$ cat src/include/cgr_pkg.sv
// constants, field layouts and reset values for the codec gain and route registers
//
// Notes on behaviour
// - ramp-time field [5:4] picks gain-change duration: 21.5, 42.5 or 85 ms
// - ramp-off bit per amplifier makes its gain jump, ignoring the ramp-time field
// - ramp control resets to zero: all amplifiers ramp, shortest time selected
// - boost bit per amplifier adds 10 dB above its programmed gain
// - boost clear: amplifier applies exactly its own gain code, no offset
// - with boost the effective range spans -2 dB to +45.25 dB over the code
// - boost register resets to zero, no extra gain on any amplifier
// - charge bits 5 and 4 switch click guard off on outputs 1 and 0
// - charge bits 3 to 0 switch click guard off on inputs 3 to 0
// - charge register resets to 0x3F, every click guard switched off
// - route field [1:0]: none, ADC0 to DAC0, ADC1 to DAC1, or both
// - during channel 0 bypass its level replaces the normal DAC0 volume
// - during channel 1 bypass its level replaces the normal DAC1 volume
// - route register resets to zero, normal operation without bypass
// - base gain is 6-bit, 0.75 dB per step from -12 dB; boost adds on top
// - bypass levels use DAC volume coding: 0 dB, then 0.375 dB cuts per step
package cgr_pkg;

   ////////////////////////////////////////////////////////////////////////////
   // register indices; byte address is four times the index
   localparam logic [5:0] IDX_RAMP   = 6'h27;
   localparam logic [5:0] IDX_BOOST  = 6'h28;
   localparam logic [5:0] IDX_CHARGE = 6'h29;
   localparam logic [5:0] IDX_ROUTE  = 6'h2A;
   localparam logic [5:0] IDX_LVL0   = 6'h2B;
   localparam logic [5:0] IDX_LVL1   = 6'h2C;

   // writable bits of each register
   localparam logic [7:0] MASK_RAMP   = 8'h3F;
   localparam logic [7:0] MASK_BOOST  = 8'h0F;
   localparam logic [7:0] MASK_CHARGE = 8'h3F;
   localparam logic [7:0] MASK_ROUTE  = 8'h03;
   localparam logic [7:0] MASK_LVL    = 8'hFF;

   // reset values
   localparam logic [7:0] RST_RAMP   = 8'h00;
   localparam logic [7:0] RST_BOOST  = 8'h00;
   localparam logic [7:0] RST_CHARGE = 8'h3F;
   localparam logic [7:0] RST_ROUTE  = 8'h00;
   localparam logic [7:0] RST_LVL    = 8'h00;

   // field positions
   localparam int RATE_LSB    = 4;
   localparam int OUT_GRD_LSB = 4;

   // ramp-time codes
   localparam logic [1:0] RATE_SHORT = 2'h0;
   localparam logic [1:0] RATE_MID   = 2'h1;

   // gain arithmetic in quarter-dB units above -12 dB
   localparam logic [7:0] QDB_PER_CODE = 8'h03;
   localparam logic [7:0] QDB_BOOST    = 8'h28;

   ////////////////////////////////////////////////////////////////////////////
   // ramp timing
   localparam real CLK_MHZ    = 100.0;
   localparam real RAMP0_MS   = 21.5;
   localparam real RAMP1_MS   = 42.5;
   localparam real RAMP2_MS   = 85.0;
   localparam int  RAMP0_CYC  = int'(RAMP0_MS * CLK_MHZ * 1000.0);
   localparam int  RAMP1_CYC  = int'(RAMP1_MS * CLK_MHZ * 1000.0);
   localparam int  RAMP2_CYC  = int'(RAMP2_MS * CLK_MHZ * 1000.0);
   // quarter-dB steps across a whole ramp
   localparam int  RAMP_STEPS = 256;
   localparam int  TICK_W     = 24;

endpackage : cgr_pkg

$ cat src/design/cgr_regs.sv
// codec gain ramp, boost, click guard and bypass route registers on classic wishbone
module cgr_regs #(
   parameter int RAMP0_CYC = cgr_pkg::RAMP0_CYC,
   parameter int RAMP1_CYC = cgr_pkg::RAMP1_CYC,
   parameter int RAMP2_CYC = cgr_pkg::RAMP2_CYC
) (
   // clock and reset
   input  wire logic             clk_i,
   input  wire logic             reset_n_i,
   // wishbone slave
   input  wire logic             wb_cyc_i,
   input  wire logic             wb_stb_i,
   input  wire logic             wb_we_i,
   input  wire logic [7:0]       wb_adr_i,
   input  wire logic [3:0]       wb_sel_i,
   input  wire logic [31:0]      wb_dat_i,
   output logic      [31:0]      wb_dat_o,
   output logic                  wb_ack_o,
   // settings from the amplifier gain and dac volume registers
   input  wire logic [3:0][5:0]  amp_gain_code_i,
   input  wire logic [7:0]       dac0_volume_i,
   input  wire logic [7:0]       dac1_volume_i,
   // amplifier gain, quarter-dB units above -12 dB
   output logic      [3:0][7:0]  amp_gain_eff_o,
   output logic      [3:0]       amp_ramping_o,
   // click guard enables
   output logic      [3:0]       click_guard_on_in_o,
   output logic      [1:0]       click_guard_on_out_o,
   // converter path
   output logic      [1:0]       bypass_route_o,
   output logic      [7:0]       dac0_volume_o,
   output logic      [7:0]       dac1_volume_o
);

   ////////////////////////////////////////////////////////////////////////////
   // step period for one quarter-dB move
   localparam int STEP0_RAW = RAMP0_CYC / cgr_pkg::RAMP_STEPS;
   localparam int STEP1_RAW = RAMP1_CYC / cgr_pkg::RAMP_STEPS;
   localparam int STEP2_RAW = RAMP2_CYC / cgr_pkg::RAMP_STEPS;
   localparam logic [cgr_pkg::TICK_W-1:0] STEP0 =
      cgr_pkg::TICK_W'((STEP0_RAW < 1) ? 1 : STEP0_RAW);
   localparam logic [cgr_pkg::TICK_W-1:0] STEP1 =
      cgr_pkg::TICK_W'((STEP1_RAW < 1) ? 1 : STEP1_RAW);
   localparam logic [cgr_pkg::TICK_W-1:0] STEP2 =
      cgr_pkg::TICK_W'((STEP2_RAW < 1) ? 1 : STEP2_RAW);

   typedef struct packed {
      logic [7:0]                  ramp;
      logic [7:0]                  boost;
      logic [7:0]                  charge;
      logic [7:0]                  route;
      logic [7:0]                  lvl0;
      logic [7:0]                  lvl1;
      logic [cgr_pkg::TICK_W-1:0]  tick_cnt;
      logic [3:0][7:0]             gain;
      logic [3:0]                  busy;
      logic [3:0]                  grd_in;
      logic [1:0]                  grd_out;
      logic [1:0]                  path;
      logic [7:0]                  vol0;
      logic [7:0]                  vol1;
      logic                        ack;
      logic [31:0]                 rdat;
   } cgr_state_s;

   cgr_state_s q;
   cgr_state_s d;
   logic [1:0] rst_sync_q;
   logic       rst_n;

   ////////////////////////////////////////////////////////////////////////////
   // functions

   // base code and boost into quarter-dB units above -12 dB
   function automatic logic [7:0] cgr_target(input logic [5:0] code, input logic boost);
      logic [7:0] base;
      base = 8'(code) * cgr_pkg::QDB_PER_CODE;
      if (boost)
      begin
         return base + cgr_pkg::QDB_BOOST;
      end
      return base;
   endfunction

   // ramp-time code into cycles per step
   function automatic logic [cgr_pkg::TICK_W-1:0] cgr_step(input logic [1:0] rate);
      case (rate)
         cgr_pkg::RATE_SHORT: return STEP0;
         cgr_pkg::RATE_MID:   return STEP1;
         default:             return STEP2;
      endcase
   endfunction

   // register read-back, reserved bits already zero in storage
   function automatic logic [7:0] cgr_read(input cgr_state_s s, input logic [5:0] idx);
      case (idx)
         cgr_pkg::IDX_RAMP:   return s.ramp;
         cgr_pkg::IDX_BOOST:  return s.boost;
         cgr_pkg::IDX_CHARGE: return s.charge;
         cgr_pkg::IDX_ROUTE:  return s.route;
         cgr_pkg::IDX_LVL0:   return s.lvl0;
         cgr_pkg::IDX_LVL1:   return s.lvl1;
         default:             return 8'h00;
      endcase
   endfunction

   ////////////////////////////////////////////////////////////////////////////
   // reset release through two flip-flops
   always_ff @(posedge clk_i or negedge reset_n_i)
   begin
      if (!reset_n_i)
      begin
         rst_sync_q <= 2'h0;
      end
      else
      begin
         rst_sync_q <= {rst_sync_q[0], 1'b1};
      end
   end

   assign rst_n = rst_sync_q[1];

   ////////////////////////////////////////////////////////////////////////////
   // next state
   always_comb
   begin
      logic [5:0]                  idx;
      logic [7:0]                  wdat;
      logic [7:0]                  tgt;
      logic                        tick;
      logic [cgr_pkg::TICK_W-1:0]  limit;
      idx   = wb_adr_i[7:2];
      wdat  = wb_dat_i[7:0];
      tgt   = 8'h00;
      tick  = 1'b0;
      limit = cgr_step(q.ramp[cgr_pkg::RATE_LSB +: 2]);
      d     = q;

      // bus: one-cycle ack, write and read data taken at the ack edge
      d.ack = 1'b0;
      if (wb_cyc_i && wb_stb_i && !q.ack)
      begin
         d.ack  = 1'b1;
         d.rdat = {24'h000000, cgr_read(q, idx)};
         if (wb_we_i && wb_sel_i[0])
         begin
            case (idx)
               cgr_pkg::IDX_RAMP:   d.ramp   = wdat & cgr_pkg::MASK_RAMP;
               cgr_pkg::IDX_BOOST:  d.boost  = wdat & cgr_pkg::MASK_BOOST;
               cgr_pkg::IDX_CHARGE: d.charge = wdat & cgr_pkg::MASK_CHARGE;
               cgr_pkg::IDX_ROUTE:  d.route  = wdat & cgr_pkg::MASK_ROUTE;
               cgr_pkg::IDX_LVL0:   d.lvl0   = wdat & cgr_pkg::MASK_LVL;
               cgr_pkg::IDX_LVL1:   d.lvl1   = wdat & cgr_pkg::MASK_LVL;
               default:             d.route  = q.route;
            endcase
         end
      end

      // ramp step timer
      if (q.tick_cnt >= limit - 1'b1)
      begin
         d.tick_cnt = '0;
         tick       = 1'b1;
      end
      else
      begin
         d.tick_cnt = q.tick_cnt + 1'b1;
      end

      // per-amplifier gain move toward its target
      for (int k = 0; k < 4; k++)
      begin
         tgt = cgr_target(amp_gain_code_i[k], q.boost[k]);
         if (q.ramp[k])
         begin
            d.gain[k] = tgt;
         end
         else if (tick && (q.gain[k] < tgt))
         begin
            d.gain[k] = q.gain[k] + 1'b1;
         end
         else if (tick && (q.gain[k] > tgt))
         begin
            d.gain[k] = q.gain[k] - 1'b1;
         end
         d.busy[k] = (d.gain[k] != tgt);
      end

      // click guards are on while the disable bit is clear
      d.grd_in  = ~q.charge[3:0];
      d.grd_out = ~q.charge[cgr_pkg::OUT_GRD_LSB +: 2];

      // converter path and volume selection
      d.path = q.route[1:0];
      d.vol0 = q.route[0] ? q.lvl0 : dac0_volume_i;
      d.vol1 = q.route[1] ? q.lvl1 : dac1_volume_i;
   end

   ////////////////////////////////////////////////////////////////////////////
   // state register
   always_ff @(posedge clk_i or negedge rst_n)
   begin
      if (!rst_n)
      begin
         q          <= '0;
         q.ramp     <= cgr_pkg::RST_RAMP;
         q.boost    <= cgr_pkg::RST_BOOST;
         q.charge   <= cgr_pkg::RST_CHARGE;
         q.route    <= cgr_pkg::RST_ROUTE;
         q.lvl0     <= cgr_pkg::RST_LVL;
         q.lvl1     <= cgr_pkg::RST_LVL;
      end
      else
      begin
         q <= d;
      end
   end

   ////////////////////////////////////////////////////////////////////////////
   // outputs
   assign wb_dat_o             = q.rdat;
   assign wb_ack_o             = q.ack;
   assign amp_gain_eff_o       = q.gain;
   assign amp_ramping_o        = q.busy;
   assign click_guard_on_in_o  = q.grd_in;
   assign click_guard_on_out_o = q.grd_out;
   assign bypass_route_o       = q.path;
   assign dac0_volume_o        = q.vol0;
   assign dac1_volume_o        = q.vol1;

endmodule // cgr_regs

$ cat config.mk
export PLATFORM = sky130hd
export DESIGN_NAME = cgr_regs
export DESIGN_NICKNAME = d
export VERILOG_FILES = /design/src/include/cgr_pkg.sv /design/src/design/cgr_regs.sv
export SDC_FILE = /design/constraint.sdc
export NUM_CORES = 1
export LEC_CHECK = 0
export ABC_AREA = 1
export BUFFER_PORTS_ARGS = -buffer_cell sky130_fd_sc_hd__buf_2
export CAP_MARGIN = 25
export CORE_ASPECT_RATIO = 1.2
export CORE_UTILIZATION = 40
export DETAILED_ROUTE_END_ITERATION = 12
export PLACE_DENSITY = 0.62
export SLEW_MARGIN = 15
export SYNTH_ARGS = -nofsm -noshare
export SYNTH_HDL_FRONTEND = slang
export SYNTH_SLANG_ARGS = --single-unit
$ cat constraint.sdc
create_clock -name clk_i -period 3.8 [get_ports clk_i]
set_input_delay 1.14 -clock clk_i [delete_from_list [all_inputs] [get_ports clk_i]]
set_output_delay 1.14 -clock clk_i [all_outputs]
set_load 0.01 [all_outputs]
==> flow_summary.ini <==
[placed_design]
dp_hpwl_um = 22560
place_inst = 2145
port_buffers = 128
gp_congestion = 0.8781

[critical_path]
cp_max_fo = 6
rrSetupSlack_ns = 0.42
crit_top_cell = nand2_1
worstSetupEndpointType = flop
r2r_start = q[162]
crit_path_start_kind = primary input
cp_top_family = adder cells
critPathArrivalTime_ns = 4.13
reg2reg_depth = 23
crit_type = in2reg
cp.required_ns = 4.11
path_cells = buf_12, ha_4, fa_2, xor2_2, ha_2, inv_2, nand2_2, xnor2_2, ha_1, a21o_1, nand3_1, nand2_1, inv_2, nand3_2, buf_4, or2_0, nand4_1, nand2_1, inv_1, nand2_1, nor2_1, nand2_1
slowest_stage = fa_2
cp_num_buf_inv = 5
regToRegEndpoint = amp_ramping_o[0]
startpoint = amp_gain_code_i[13]
slowest_delay_ns = 0.38

[floorplanning]
ios = 182
core_um2 = 27830
rows = 67
die_area_um2 = 28890
start_util = 0.4055
die_w_um = 155.3
die_y_um = 186.0

[power]
power.density_nw_per_um2 = 594.7
max-vdd-ir-drop_mv = 0.2633
leakagePower_nw = 7.473
p_total_mw = 8.561

[timing]
fin_crit_sh = 1.007
tightestPinTransition_ns = 0.8219
drv_slew = 0
fmax_mhz = 261.4
grt_setup_unrepaired = true
setup_viol = 2
setup_tns_ns = -0.03718
setup_slack_ns = -0.02529
max-slew-margin-rel = 0.4515
post-route-min-period_ns = 3.825
skew_ns = 0.01533
finalHoldViolations = 0

[worst_hold_path]
worstHoldStart = rst_sync_q[0]
hp-class = reg2reg
min_to = rst_sync_q[1]
hold_path_depth = 0

[final_layout]
instances_no_fill = 2208
nets = 1986
syn_to_final_growth_pct = 27.56
diodes = 0
drive_above_1_share = 0.3078

[drt]
drc = 0
drt-total-wl_um = 29840
wl_per_cell_um = 13.51
drt_iter0_drc = 555
vias = 10760
drt.antenna.violating_nets = 0
drtPass1Iterations = 5
vias_per_cell = 4.874

[run]
drv_cap = 0

[synthesis]
syn-instance-count = 1574
synth_cell_types = 58
ys.flop_type = dfrtp_1
synth_seq_area_share = 0.2867
syn-cell-area_um2 = 11280
ys_ff_latch = 129
synth_warnings = 0
syn_area_per_cell_um2 = 7.169
synth_edf_count = 0
ys_async_sr_fraction = 1.000

[clocking]
clk_pin_slew_ns = 0.06
cts_buffer_depth = 2
clock-root-buffer = clkbuf_16
clkSinkCount = 129
cts_made_buffers = 17
cts_tree = done
h-tree-depth = 4
worstSkewPairLatency_ns = 0.43

[grt]
grt_pass1_vias = 9965
antenna_found_initial = 0
grt_first_pass_wirelength_um = 47320
grt_max_degree = 73
grt_usage = 0.2059
grt_overflow = 0

[status]
violations = setup timing
outcome = complete, but fails checks
## cell type report
type,instances,area (µm²)
fillers,2686,13440
multi-input cells,1125,7058
flip-flops and latches,129,3239
repair buffers,307,2112
inverters,236,902.1
well taps,379,474.2
clock buffers,18,429.2
clock inverters,14,180.2
## worst max-delay path by stage
| stage | end | slack, ns | cells after the start |
|---|---|---|---|
| final | amp_ramping_o[2] | -0.03 | 22 |
| after global routing | amp_ramping_o[1] | -0.20 | 24 |
| after CTS | amp_ramping_o[1] | -0.02 | 29 |
| after detailed placement | amp_ramping_o[1] | -0.52 | 32 |
| after global placement | amp_ramping_o[1] | -0.49 | 29 |
| after floorplan | amp_ramping_o[1] | -0.04 | 22 |
## worst reg2reg max path, stage by stage, from the launching register on
cell	delay, ns
dfrtp_1	0.40
inv_1	0.09
nand2_1	0.12
ha_1	0.32
ha_1	0.27
a21oi_1	0.06
o21ai_1	0.12
nand3_1	0.08
nand2_1	0.06
o21ai_1	0.05
nand2_1	0.06
nand2_1	0.06
nand2_2	0.18
clkinv_2	0.26
nor2_4	0.30
nand2_4	0.12
nand2_2	0.09
nand3_2	0.06
nand2_2	0.10
nor2_2	0.04
nor2_1	0.11
nand2_1	0.08
nor2_2	0.16
nand2_1	0.07
## state kept, by name, summed over array words and instances (netlist names)
signal / cells
q: 56
amp_ramping_o: 4
click_guard_on_in_o: 4
wb_dat_o: 8
dac0_volume_o: 8
dac1_volume_o: 8
wb_ack_o: 1
rst_sync_q: 2
click_guard_on_out_o: 2
d: 2
amp_gain_eff_o: 32
bypass_route_o: 2
## per-layer routing
layer / vias to the layer above / routed length (µm) / global-route usage
li1: 5446 / - / -
met1: 5020 / 12670 / 0.2485
met2: 247 / 15080 / 0.3639
met3: 48 / 1384 / 0.03655
met4: 0 / 699 / 0.07647
met5: - / 0 / 0
## report_power, final
group	total, mW	internal [mW]	switching [mW]
logic	4.91	2.20	2.71
registers	1.93	1.58	0.351
clock network	1.72	1.04	0.679
total	8.56	4.82	3.74
## cell families after synthesis
family / synth area share
other: 0.0006655
and+or+nand+nor: 0.3372
buffers and inverters: 0.1538
DFF: 0.2867
muxes: 0.008981
xor gates and xnor gates: 0.04391
adders and majority gates: 0.09247
AOI/OAI and AO/OA: 0.07628
## layout by cell type (no fill, tap or decap), types with 36 or more instances in the layout
cell type,count
buf_2,122
a21oi_1,43
nand3_1,137
nand3_2,36
xor2_1,40
buf_4,164
inv_1,201
ha_1,62
nand2_1,355
o21ai_0,56
nor2_1,79
dfrtp_1,122
nand4_1,43
nand2_2,49
## stage by stage
| step | utilization | instance area, µm² | hold slack (ns) | setup WS, ns |
|---|---|---|---|---|
| after floorplan | - | 11580 | 0.3311 | -0.04212 |
| final | 0.5172 | 14400 | 0.3470 | -0.02529 |
| after CTS | 0.4909 | 13660 | 0.3498 | -0.01855 |
| after global routing | 0.5172 | 14400 | 0.3689 | -0.1977 |
| after global placement | 0.4675 | 13010 | 0.3359 | -0.4899 |
| after detailed placement | 0.4675 | 13010 | 0.3364 | -0.5169 |
## what timing repair did
action                                  4_1_cts  5_1_grt
cloned                                        0        4
setup buffers                                 1       26
endpoints found under the setup margin        4       16
gates resized for setup                       8      119
hold buffers                                  0        0
pin swaps                                     3       91
## synthesized netlist by cell type (10+ instances only)
cell type	n	area, µm²
a21oi_1	47	235.2
buf_4	94	705.7
clkbuf_1	15	56.30
dfrtp_1	123	3078
ha_1	77	963.4
inv_1	214	803.3
inv_2	17	63.81
nand2_1	383	1438
nand2_2	25	156.4
nand2_4	10	112.6
nand3_1	161	805.8
nand3_2	12	120.1
nand4_1	43	269.0
nor2_1	85	319.1
nor3_1	21	105.1
o21ai_0	61	305.3
xor2_1	43	376.6
Note: power is estimated with default switching activity, not from simulation.
